**src/rtl/scb_pkg.sv**
```systemverilog
// How it works
// - Single mode: write sets, shift load clears TX-full
// - FIFO mode: TX-full while all locations used
// - Single mode: capture sets, read clears RX-full
// - FIFO mode: RX-full while all locations unread
// - Width select: 16 bits set, 8 clear
// - Sample phase: end or middle of bit
// - Framed mode ignores clock edge select
// - Idle polarity sets clock idle level
// - Role select: master makes clock, else slave
// - Secondary divider 1..8, code 111 is 1
// - Primary divider 1,4,16,64 for 11..00
// - Serial clock is instruction clock over product
// - Framed enable drives select pin as sync pulse output while frame direction is clear; the pin input is never read
// - Frame direction: input when set, output clear
// - Frame pulse polarity high when set
// - Frame edge: with first bit, or one before in master mode only
// - Buffer enable selects FIFO mode
// - FIFO has eight levels, single has one
package scb_pkg;
	// ****************************************
	// Register map, word addresses
	// ****************************************
	localparam logic [1:0] ADDR_STATUS = 2'h0;
	localparam logic [1:0] ADDR_CTRL1 = 2'h1;
	localparam logic [1:0] ADDR_CTRL2 = 2'h2;
	localparam logic [1:0] ADDR_DATA = 2'h3;
	localparam logic [15:0] CTRL1_RESET = 16'h0000;
	localparam logic [15:0] CTRL2_RESET = 16'h0000;
	localparam logic [15:0] CTRL1_MASK = 16'h1FFF;
	localparam logic [15:0] CTRL2_MASK = 16'hE003;
	localparam logic [15:0] STAT_MASK = 16'hA01C;
	// ****************************************
	// Field positions
	// ****************************************
	localparam int B_EN = 15;
	localparam int B_SRMPT = 7;
	localparam int B_ROV = 6;
	localparam int B_RXMPT = 5;
	localparam int B_TBF = 1;
	localparam int B_RBF = 0;
	localparam int B_DISSCLK = 12;
	localparam int B_DISOUT = 11;
	localparam int B_WIDE = 10;
	localparam int B_SMPPH = 9;
	localparam int B_EDGE = 8;
	localparam int B_SELEN = 7;
	localparam int B_IDLE = 6;
	localparam int B_MASTER = 5;
	localparam int B_FRAME = 15;
	localparam int B_FDIR = 14;
	localparam int B_FPOL = 13;
	localparam int B_FEDGE = 1;
	localparam int B_FIFOEN = 0;
	// ****************************************
	// Buffering and counts
	// ****************************************
	localparam int FIFO_DEPTH = 8;
	localparam int PTR_W = 3;
	localparam logic [3:0] CNT_FULL = 4'h8;
	localparam logic [3:0] CNT_ONE = 4'h1;
	localparam logic [4:0] BITS_WIDE = 5'h10;
	localparam logic [4:0] BITS_BYTE = 5'h08;
	localparam logic [7:0] DIV_ONE = 8'h01;
	typedef enum logic [1:0] {ST_IDLE, ST_LEAD, ST_SHIFT, ST_DONE} scb_state_type;
endpackage : scb_pkg

```
**src/rtl/scb_clkdiv.sv**
```systemverilog
`timescale 1ns/1ns
// ****************************************
// Two-stage prescaler, one tick per half bit
// ****************************************
module scb_clkdiv
	import scb_pkg::*;
(
	// Clock and reset
	input wire logic clk_sys,
	input wire logic rst_n,
	// Control
	input wire logic run,
	input wire logic [1:0] primary_divider,
	input wire logic [2:0] secondary_divider,
	// Tick
	output logic tick
);
	// Ten bits: the largest product, 64 times 8, overflows a byte
	logic [9:0] cnt_ff;
	logic [9:0] ratio;
	logic [9:0] pri;
	logic [9:0] sec;

	always_comb begin
		case (primary_divider)
			2'h3: pri = 10'h001;
			2'h2: pri = 10'h004;
			2'h1: pri = 10'h010;
			default: pri = 10'h040;
		endcase
		sec = 10'(4'h8 - {1'b0, secondary_divider});
		ratio = 10'(pri * sec);
	end

	// One tick per ratio cycles, two per bit: clk_sys runs at twice the instruction clock
	always_ff @(posedge clk_sys or negedge rst_n) begin
		if (!rst_n) begin
			cnt_ff <= 10'h000;
			tick <= 1'b0;
		end else if (!run) begin
			cnt_ff <= 10'h000;
			tick <= 1'b0;
		end else if (cnt_ff + 10'(DIV_ONE) >= ratio) begin
			cnt_ff <= 10'h000;
			tick <= 1'b1;
		end else begin
			cnt_ff <= cnt_ff + 10'(DIV_ONE);
			tick <= 1'b0;
		end
	end
endmodule : scb_clkdiv

```
**src/rtl/scb_spi.sv**
```systemverilog
// Decided for this implementation: register access over Avalon-MM and the address map.
`timescale 1ns/1ns
module scb_spi
	import scb_pkg::*;
(
	// Clock and reset
	input wire logic clk_sys,
	input wire logic rst_n,
	// Avalon-MM slave
	input wire logic [1:0] avs_address,
	input wire logic avs_read,
	input wire logic avs_write,
	input wire logic [31:0] avs_writedata,
	output logic [31:0] avs_readdata,
	output logic avs_waitrequest,
	// Serial clock pin
	input wire logic serial_clock_pin_i,
	output logic serial_clock_pin_o,
	output logic serial_clock_pin_oe,
	// Serial data
	input wire logic serial_in_pin,
	output logic serial_out_pin_o,
	output logic serial_out_pin_oe,
	// Select or frame pin
	input wire logic select_frame_pin_i,
	output logic select_frame_pin_o,
	output logic select_frame_pin_oe
);
	// ****************************************
	// Registers
	// ****************************************
	logic [15:0] ctrl1_ff;
	logic [15:0] ctrl2_ff;
	logic [15:0] stat_ff;
	logic ack_ff;
	logic rov_ff;
	logic [15:0] tx_mem [FIFO_DEPTH];
	logic [15:0] rx_mem [FIFO_DEPTH];
	logic [PTR_W-1:0] tx_wp_ff, tx_rp_ff, rx_wp_ff, rx_rp_ff;
	logic [3:0] tx_cnt_ff, rx_cnt_ff;
	logic [15:0] shift_ff;
	logic [4:0] bit_cnt_ff;
	logic phase_ff;
	logic sck_prev_ff;
	logic in_bit_ff;
	scb_state_type state_ff;
	logic tick;
	logic enabled, master, fifo, wide, framed, cpol;
	logic [3:0] cap;
	logic wr_data, rd_data, load, done, run;
	logic [4:0] nbits;

	assign enabled = stat_ff[B_EN];
	assign master = ctrl1_ff[B_MASTER];
	assign fifo = ctrl2_ff[B_FIFOEN];
	assign wide = ctrl1_ff[B_WIDE];
	assign framed = ctrl2_ff[B_FRAME];
	assign cpol = ctrl1_ff[B_IDLE];
	assign cap = fifo ? CNT_FULL : CNT_ONE;
	assign nbits = wide ? BITS_WIDE : BITS_BYTE;
	assign wr_data = avs_write && !ack_ff && avs_address == ADDR_DATA;
	assign rd_data = avs_read && !ack_ff && avs_address == ADDR_DATA;
	assign load = state_ff == ST_IDLE && enabled && tx_cnt_ff != 4'h0;
	assign done = state_ff == ST_DONE;
	assign run = enabled && master && state_ff != ST_IDLE;

	function automatic logic [15:0] width_mask(input logic w);
		width_mask = w ? 16'hFFFF : 16'h00FF;
	endfunction : width_mask

	// ****************************************
	// Avalon slave: one wait cycle per access
	// ****************************************
	always_ff @(posedge clk_sys or negedge rst_n) begin
		if (!rst_n) begin
			ack_ff <= 1'b0;
		end else begin
			ack_ff <= (avs_read || avs_write) && !ack_ff;
		end
	end

	always_ff @(posedge clk_sys or negedge rst_n) begin
		if (!rst_n) begin
			avs_waitrequest <= 1'b1;
		end else begin
			avs_waitrequest <= !((avs_read || avs_write) && !ack_ff);
		end
	end

	always_ff @(posedge clk_sys or negedge rst_n) begin
		if (!rst_n) begin
			avs_readdata <= 32'h0000_0000;
		end else if (avs_read && !ack_ff) begin
			case (avs_address)
				ADDR_STATUS: avs_readdata <= {16'h0000, stat_ff};
				ADDR_CTRL1: avs_readdata <= {16'h0000, ctrl1_ff};
				ADDR_CTRL2: avs_readdata <= {16'h0000, ctrl2_ff};
				default: avs_readdata <= {16'h0000, rx_mem[rx_rp_ff] & width_mask(wide)};
			endcase
		end
	end

	always_ff @(posedge clk_sys or negedge rst_n) begin
		if (!rst_n) begin
			ctrl1_ff <= CTRL1_RESET;
			ctrl2_ff <= CTRL2_RESET;
		end else if (avs_write && !ack_ff) begin
			if (avs_address == ADDR_CTRL1)
				ctrl1_ff <= avs_writedata[15:0] & CTRL1_MASK;
			if (avs_address == ADDR_CTRL2)
				ctrl2_ff <= avs_writedata[15:0] & CTRL2_MASK;
		end
	end

	// Overflow: set wins over a software clear in the same cycle
	always_ff @(posedge clk_sys or negedge rst_n) begin
		if (!rst_n) begin
			rov_ff <= 1'b0;
		end else if (done && rx_cnt_ff == cap) begin
			rov_ff <= 1'b1;
		end else if (avs_write && !ack_ff && avs_address == ADDR_STATUS && !avs_writedata[B_ROV]) begin
			rov_ff <= 1'b0;
		end
	end

	// ****************************************
	// Status word, flags follow buffer counts
	// ****************************************
	always_ff @(posedge clk_sys or negedge rst_n) begin
		if (!rst_n) begin
			stat_ff <= 16'h0000;
		end else begin
			if (avs_write && !ack_ff && avs_address == ADDR_STATUS)
				stat_ff[B_EN] <= avs_writedata[B_EN];
			stat_ff[14:8] <= fifo ? 7'(master ? tx_cnt_ff : rx_cnt_ff) : 7'h00;
			stat_ff[B_SRMPT] <= state_ff == ST_IDLE;
			stat_ff[B_ROV] <= rov_ff;
			stat_ff[B_RXMPT] <= rx_cnt_ff == 4'h0;
			stat_ff[4:2] <= 3'h0;
			stat_ff[B_TBF] <= tx_cnt_ff == cap;
			stat_ff[B_RBF] <= rx_cnt_ff == cap;
		end
	end

	// ****************************************
	// Transmit buffer
	// ****************************************
	always_ff @(posedge clk_sys or negedge rst_n) begin
		if (!rst_n) begin
			tx_wp_ff <= '0;
			tx_rp_ff <= '0;
			tx_cnt_ff <= 4'h0;
		end else begin
			if (wr_data && tx_cnt_ff != cap) begin
				tx_mem[tx_wp_ff] <= avs_writedata[15:0] & width_mask(wide);
				tx_wp_ff <= fifo ? tx_wp_ff + 1'b1 : tx_wp_ff;
			end
			if (load)
				tx_rp_ff <= fifo ? tx_rp_ff + 1'b1 : tx_rp_ff;
			tx_cnt_ff <= 4'(tx_cnt_ff + (wr_data && tx_cnt_ff != cap) - load);
		end
	end

	// ****************************************
	// Receive buffer, new word dropped when full
	// ****************************************
	always_ff @(posedge clk_sys or negedge rst_n) begin
		if (!rst_n) begin
			rx_wp_ff <= '0;
			rx_rp_ff <= '0;
			rx_cnt_ff <= 4'h0;
		end else begin
			if (done && rx_cnt_ff != cap) begin
				rx_mem[rx_wp_ff] <= shift_ff & width_mask(wide);
				rx_wp_ff <= fifo ? rx_wp_ff + 1'b1 : rx_wp_ff;
			end
			if (rd_data && rx_cnt_ff != 4'h0)
				rx_rp_ff <= fifo ? rx_rp_ff + 1'b1 : rx_rp_ff;
			rx_cnt_ff <= 4'(rx_cnt_ff + (done && rx_cnt_ff != cap)
				- (rd_data && rx_cnt_ff != 4'h0));
		end
	end

	// ****************************************
	// Shifter
	// ****************************************
	scb_clkdiv u_div (
		.clk_sys(clk_sys),
		.rst_n(rst_n),
		.run(run),
		.primary_divider(ctrl1_ff[1:0]),
		.secondary_divider(ctrl1_ff[4:2]),
		.tick(tick)
	);

	// Slave clock edges; pins are synchronous per system integration
	logic sck_in, lead_edge, trail_edge, m_lead, m_trail, sample_now, shift_now, edge_sel;
	assign sck_in = serial_clock_pin_i ^ cpol;
	assign lead_edge = sck_in && !sck_prev_ff;
	assign trail_edge = !sck_in && sck_prev_ff;
	assign m_lead = tick && !phase_ff;
	assign m_trail = tick && phase_ff;
	assign edge_sel = ctrl1_ff[B_EDGE] && !framed;
	// Edge select set, slave unframed only: data changes on leading edge, sampled on trailing
	assign sample_now = master ? (ctrl1_ff[B_SMPPH] ? m_trail : m_lead)
		: (edge_sel ? trail_edge : lead_edge);
	assign shift_now = master ? m_trail : (edge_sel ? lead_edge : trail_edge);

	always_ff @(posedge clk_sys or negedge rst_n) begin
		if (!rst_n) begin
			sck_prev_ff <= 1'b0;
		end else begin
			sck_prev_ff <= sck_in;
		end
	end

	always_ff @(posedge clk_sys or negedge rst_n) begin
		if (!rst_n) begin
			state_ff <= ST_IDLE;
			shift_ff <= 16'h0000;
			bit_cnt_ff <= 5'h00;
			phase_ff <= 1'b0;
			in_bit_ff <= 1'b0;
		end else begin
			case (state_ff)
				ST_IDLE: begin
					phase_ff <= 1'b0;
					bit_cnt_ff <= 5'h00;
					if (load) begin
						shift_ff <= tx_mem[tx_rp_ff] << (wide ? 5'h00 : BITS_BYTE);
						state_ff <= (master && framed && !ctrl2_ff[B_FEDGE]) ? ST_LEAD : ST_SHIFT;
					end
				end
				ST_LEAD: if (tick) begin
					phase_ff <= !phase_ff;
					if (phase_ff)
						state_ff <= ST_SHIFT;
				end
				ST_SHIFT: begin
					if (master && tick)
						phase_ff <= !phase_ff;
					if (sample_now)
						in_bit_ff <= serial_in_pin;
					if (shift_now) begin
						shift_ff <= {shift_ff[14:0], sample_now ? serial_in_pin : in_bit_ff};
						bit_cnt_ff <= bit_cnt_ff + 5'h01;
						if (bit_cnt_ff + 5'h01 == nbits)
							state_ff <= ST_DONE;
					end
				end
				ST_DONE: state_ff <= ST_IDLE;
				default: state_ff <= ST_IDLE;
			endcase
		end
	end

	// ****************************************
	// Pins
	// ****************************************
	always_ff @(posedge clk_sys or negedge rst_n) begin
		if (!rst_n) begin
			serial_clock_pin_o <= 1'b0;
			serial_clock_pin_oe <= 1'b0;
			serial_out_pin_o <= 1'b0;
			serial_out_pin_oe <= 1'b0;
			select_frame_pin_o <= 1'b0;
			select_frame_pin_oe <= 1'b0;
		end else begin
			serial_clock_pin_o <= cpol ^ (state_ff == ST_SHIFT && phase_ff);
			serial_clock_pin_oe <= enabled && master && !ctrl1_ff[B_DISSCLK];
			serial_out_pin_o <= shift_ff[15];
			serial_out_pin_oe <= enabled && !ctrl1_ff[B_DISOUT];
			// Pulse spans lead period or first bit, set by edge bit
			select_frame_pin_o <= ctrl2_ff[B_FPOL] ~^ (state_ff == ST_LEAD
				|| (state_ff == ST_SHIFT && bit_cnt_ff == 5'h00 && ctrl2_ff[B_FEDGE]));
			select_frame_pin_oe <= enabled && framed && !ctrl2_ff[B_FDIR];
		end
	end
endmodule : scb_spi

```
**config.mk**
```make
export PLATFORM = sky130hd
export DESIGN_NAME = scb_spi
export DESIGN_NICKNAME = d
export VERILOG_FILES = /design/src/rtl/scb_pkg.sv /design/src/rtl/scb_clkdiv.sv /design/src/rtl/scb_spi.sv
export SDC_FILE = /design/constraint.sdc
export NUM_CORES = 1
export LEC_CHECK = 0
export ABC_AREA = 1
export BUFFER_PORTS_ARGS = -buffer_cell sky130_fd_sc_hd__buf_2
export CAP_MARGIN = 15
export CELL_PAD_IN_SITES_DETAIL_PLACEMENT = 2
export CELL_PAD_IN_SITES_GLOBAL_PLACEMENT = 2
export CORE_MARGIN = 8
export CORE_UTILIZATION = 41
export DETAILED_ROUTE_END_ITERATION = 6
export PLACE_DENSITY_LB_ADDON = 0.1
export SETUP_SLACK_MARGIN = 0.4
export SYNTH_ARGS = -nofsm -noshare
export SYNTH_HDL_FRONTEND = slang
export SYNTH_HIERARCHICAL = 1
export SYNTH_SLANG_ARGS = --single-unit
```
**constraint.sdc**
```tcl
create_clock -name clk_sys -period 3.81 [get_ports clk_sys]
set_clock_uncertainty 0.05 [all_clocks]
set_input_delay 0.762 -clock clk_sys [delete_from_list [all_inputs] [get_ports clk_sys]]
set_output_delay 0.762 -clock clk_sys [all_outputs]
set_load 0.02 [all_outputs]
```
### Word level (Yosys, flattened, before mapping)

Memories as Yosys holds them, arrays and structs flattened.
Index checks and enable logic that the tools add are counted.

| storage, ports and cells | value |
|---|---|
| memories | 2 |
| input port bits | 41 |
| output and inout port bits | 39 |
| register bits after elaboration | 129 |
| logic and storage cells | 174 |
| memory bits (writable) | 256 |

Memories:

| name | depth | bits a word | read ports | clocked after memory_dff | write ports | line | RTL |
|---|---|---|---|---|---|---|---|
| rx_mem | 8 | 16 | 1 | 0 | 1 | scb_spi.sv:38 | `logic [15:0] rx_mem [FIFO_DEPTH];` |
| tx_mem | 8 | 16 | 1 | 0 | 1 | scb_spi.sv:37 | `logic [15:0] tx_mem [FIFO_DEPTH];` |

| operators by class | value |
|---|---|
| reduce and logical (&&, ||, !) cells | 65 |
| eq/ne operators | 20 |
| mux-type cells | 39 |
| bitwise operators | 6 |
| $mul | 1 |
| shift operators | 1 |
| $lt $le $gt $ge | 1 |
| add/sub/neg operators | 11 |

Operator list:

| kind | number |
|---|---|
| AND 16 bit | 3 |
| 2-to-1 mux 16 bit | 3 |
| case mux 16 bit (3 select lines) | 1 |
| logical AND 1 bit | 32 |
| case mux 16 bit (2 select lines) | 1 |
| case mux 7 bit (3 select lines) | 1 |
| 2-to-1 mux 10 bit | 2 |
| 2-to-1 mux 1 bit | 16 |
| 2-to-1 mux 4 bit | 4 |
| << shifter 16 x 4 -> 16 bit | 1 |
| AND reduction 2 bit | 7 |
| adder 3 x 1 -> 3 bit, second input constant | 4 |
| == test 2 bit, second input constant | 6 |
| 2-to-1 mux 2 bit | 6 |
| zero test 1 bit | 11 |
| adder 10 x 1 -> 10 bit, second input constant | 1 |
| >= comparator 10 bit | 1 |
| multiplier 7 x 10 -> 10 bit | 1 |
| 2-to-1 mux 5 bit | 2 |
| inequality test 2 bit, second input constant | 5 |
| case mux 5 bit (2 select lines) | 1 |
| adder 4 x 1 -> 4 bit | 2 |
| == test 4 bit | 2 |
| inequality test 4 bit | 2 |
| 19 further kinds | 29 |

### Depth between registers and ports, before layout

| logic depth | value |
|---|---|
| word-level depth | 8 |
| mapped depth | 23 |

### Cells and area by module

Netlist, hierarchy kept.

Modules (own cells, without submodules):

| module | cells each | instances | area an instance (um2) | sequential area each (um2) |
|---|---|---|---|---|
| scb_spi | 1379 | 1 | 15147.0 | 10166.0 |
| scb_clkdiv | 181 | 1 | 1252.5 | 275.3 |

### Worst setup path after synthesis

No wires, ideal clock.

| timing path | value |
|---|---|
| path kind | register to register |
| start | reg ctrl1_ff[2] |
| end | reg u_div.cnt_ff[0] |
| slack | 641 ps |
| cell stages (with the launch flop) | 23 |
| data required time | 3685 ps |
| buffers on the path | 0 |
| arrival | 3044 ps |
| library setup time | 75 ps |
| period minus slack after synthesis | 3169 ps |
| path through | dfrtp_1 -> inv_2 -> ha_1 -> inv_1 -> nor2_1 -> ha_1 -> inv_1 -> fa_1 -> inv_1 -> ha_1 -> nand2_1 -> a21oi_1 -> inv_1 -> nand2_1 -> nand2_1 -> nand2_1 -> nand2_1 -> ha_1 -> nand2_1 -> inv_1 -> a21oi_2 -> nand4_4 -> nor2_1 |

| on the way | value |
|---|---|
| longest elaborated chain between the ends | 5 |

Ends and longest elaborated chain:

| item | line | RTL |
|---|---|---|
| start: declaration | scb_spi.sv:32 | `logic [15:0] ctrl1_ff;` |
| start signal: assignment | scb_spi.sv:109 | `ctrl1_ff <= avs_writedata[15:0] & CTRL1_MASK;` |
| subtractor 4 x 3 -> 5 bit | scb_clkdiv.sv:31 | `sec = 10'(4'h8 - {1'b0, secondary_divider});` |
| multiplier 7 x 10 -> 10 bit | scb_clkdiv.sv:32 | `ratio = 10'(pri * sec);` |
| >= comparator 10 bit | scb_clkdiv.sv:43 | `end else if (cnt_ff + 10'(DIV_ONE) >= ratio) begin` |
| 2-to-1 mux 10 bit | scb_clkdiv.sv:43 |  |
| 2-to-1 mux 10 bit | scb_clkdiv.sv:40 | `end else if (!run) begin` |
| end signal: assignment | scb_clkdiv.sv:47 | `cnt_ff <= cnt_ff + 10'(DIV_ONE);` |
| end: declaration | scb_clkdiv.sv:19 | `logic [9:0] cnt_ff;` |

Every way passes these cells.
A chain may end at the register's enable or synchronous reset.

### Worst setup path after layout

| timing path | value |
|---|---|
| start | reg ctrl1_ff[1] |
| end | reg u_div.cnt_ff[1] |

| on the way | value |
|---|---|
| longest elaborated chain between the ends | 6 |

Ends and longest elaborated chain:

| item | line | RTL |
|---|---|---|
| == test 2 x 1 -> 1 bit or == test 2 bit (tied branches) | scb_clkdiv.sv:25 | `case (primary_divider)` |
| case mux 7 bit (3 select lines) (*) | scb_clkdiv.sv:25 |  |
| multiplier 7 x 10 -> 10 bit (*) | scb_clkdiv.sv:32 |  |
| >= comparator 10 bit (*) | scb_clkdiv.sv:43 |  |
| 2-to-1 mux 10 bit (*) | scb_clkdiv.sv:43 |  |
| 2-to-1 mux 10 bit (*) | scb_clkdiv.sv:40 |  |

Every way passes the cells marked *; elsewhere a longest branch is shown, timed or not.

==> reports/metrics.cfg <==
[status]
status=complete, no violations

[cells_and_area]
final_common_cell=nor2_1
diodes=0
fin_nets=1719
instances_no_fill=2192
layout_common_cells=nor2_1 (270), edfxtp_1 (256), nand2_1 (245)
synthToLayoutAreaGrowth_pct=15.16
fillCellCount=4094
drive_gt1_frac=0.1434

[global_routing]
grt_max_degree=111
grt_util_met3=0.03622
grt_pass1_wl_um=77630
grt.busiest_layer=met2
grt_use_total=0.2161
use_met2=0.3770
grt_antenna_before_repair=0
use_met1=0.2736
grt_pass1_vias=13010
grt_overflow=0

[worst_setup_path]
start_kind=flip-flop
arrival_ps=3840
cp_max_fo=7
r2r_start=ctrl1_ff[1]
cp.required_ps=4240
crit_path_end_kind=flip-flop
critical_path_class=reg2reg
cp-startpoint=ctrl1_ff[1]

[yosys]
yosysSeqAreaShare=0.6367
ys_top_cells_by_area=edfxtp_1 (47%), dfrtp_1 (17%), nor2_1 (6.4%), nand2_1 (5.8%), o21ai_0 (3.9%)
synth_top_area_share=0.4688
synth_top_cell_by_area=edfxtp_1
synth_warnings=6
synth.cell_area_mm2=0.01640
ys_types=45
netlist_instances=1560
ys_ff_latch=366
post_synth.cell_area_avg_um2=10.51

[routing]
avgRoutedWirePerCell_um=23.34
dr.pass1.iters=4
vias=11710
vias_per_cell=5.342
first_iter_violations=681
ant_nets=0
drc=0
routed_wl_um=51170

[clocking]
cts_max_path_buffers=3
cts-htree-levels=2
path_clk_slew_ps=60
cts_tree=done
holdBufCountCts=0
numCtsBuffers=43
cts-root-buf=clkbuf_16
cts.sinks=366
clock_latency_ps=560

[placement]
dp_hpwl_um=33130
io_buffers=46
gp_congestion=0.7452
dp.cells=2102

[timing]
slew_violations=0
rsz0062_at_grt=yes
tightest_slew_ps=943.7
hold_viol_final=0
finalSetupViolations=0
fmax_mhz=293.2
fin_crit_sh=0.8953
slew_headroom=0.3686
min_period_ps=3411
tns_ps=0

[hold_path]
min_path_type=in2async

[floorplan]
dieArea_mm2=0.04665
die_h_um=216.0
core.rowCount=73
die_w_um=216.0
pin_count=80
coreArea_mm2=0.03964
initial_core_util=0.4137

[run]
maxCapViolations=0

[power_and_ir_drop]
power_density_mw_per_mm2=763.9
p_leak_nw=7.730
ir_drop_v=0.0004589
power_mw=14.43

==> synth_stat cells, drive strengths merged <==
master    n
dfrtp   109
dfstp     1
a21oi    44
o211ai   37
a21o      1
nand3b    1
a211oi    2
nand3    70
mux2      8
edfxtp  256
a221oi    6
a31oi     5
o21ai   152
o41ai     1
o22ai    11
clkbuf   23
conb      1
nor3     10
nand2   257
a21boi    3
xor2     16
nand4     6
fa        4
clkinv    2
xnor2     7
ha       42
or2       7
inv     140
buf      54
nor2    283
o21bai    1
==> stage by stage <==
stage / hold slack (ps) / setup slack, ps / util / area (um^2)
finish: 264.4 / 399.1 / 0.4764 / 18890
global route: 299.2 / 272.6 / 0.4764 / 18890
floorplan: 297.8 / 641.3 / - / 16460
global placement: 308.7 / 356.8 / 0.4332 / 17170
CTS: 294.3 / 406.4 / 0.4725 / 18730
detailed placement: 306.7 / 256.0 / 0.4332 / 17170
==> state kept, by name (all words and copies together) (netlist names), 10 cells and up <==
name	count
tx_mem	128
stat_ff	10
ctrl1_ff	13
rx_mem	128
avs_readdata	16
u_div/cnt_ff	10
shift_ff	16
==> cell type report <==
| type | instances | area, um^2 | share of cell area |
|---|---|---|---|
| inverters | 142 | 538.0 | 0.02849 |
| clock buffers | 60 | 1231 | 0.06519 |
| flip-flops and latches | 366 | 10450 | 0.5531 |
| clock inverters | 20 | 183.9 | 0.009739 |
| well taps | 525 | 656.9 | 0.03478 |
| multi-input cells | 991 | 5269 | 0.2790 |
| repair buffers | 88 | 560.5 | 0.02968 |
==> metal layers <==
| layer | vias up | wire length (um) | share of wire |
|---|---|---|---|
| li1 | 5396 | - | - |
| met1 | 6042 | 22560 | 0.44 |
| met2 | 190 | 25530 | 0.50 |
| met3 | 82 | 1725 | 0.034 |
| met4 | 0 | 1350 | 0.026 |
| met5 | - | 0 | 0 |
==> power breakdown <==
| part | internal [mW] | total [mW] | switching (mW) |
|---|---|---|---|
| sequential | 4.93 | 5.40 | 0.472 |
| combinational | 1.49 | 4.93 | 3.44 |
| clock | 2.46 | 4.09 | 1.63 |
| total | 8.88 | 14.4 | 5.54 |
==> worst max-delay path, stage by stage (launching register included) <==
cell and delay [ps]:
dfrtp_2 430, inv_1 110, nor2_4 130, inv_2 90, nor2_4 120, ha_2 190, inv_2 50, fa_2 450
inv_2 110, ha_4 160, nand2_4 50, a21oi_2 120, inv_1 50, nand2_1 70, nand2_1 50, nand2_1 80
nand2_2 60, ha_4 250, nand2_4 80, inv_4 40, a21oi_4 230, nand4_4 210, nor2_1 160
==> kinds of logic after synthesis <==
kind of cell             count (synthesis)  share of synthesized area
other                                    1                  0.0002287
adder cells (fa/ha/maj)                 46                    0.03693
buffers and inverters                  219                    0.06088
flip-flops                             366                     0.6367
XOR/XNOR                                23                    0.01228
AO/OA/AOI/OAI                          263                    0.09056
AND/OR/NAND/NOR                        634                     0.1569
multiplexers                             8                   0.005493
==> final timing paths <==
check,endpoint,slack (ps),depth (start not counted)
max in group asynchronous,rx_rp_ff[0],2910,2
setup / recovery,u_div/cnt_ff[1],400,22
hold reg to reg,stat_ff[6],320,0
min in group clk_sys,stat_ff[6],320,0
setup reg to reg,u_div/cnt_ff[1],400,22
hold / removal,ctrl1_ff[11],260,2
==> timing repair <==
item,in CTS,in global routing
buffers inserted,3,6
cloned,1,0
pin swaps,6,13
endpoints found under the hold margin,0,0
resized for setup,24,32
endpoints found under the setup margin,11,11
Note: power is estimated with default switching activity, not from simulation.
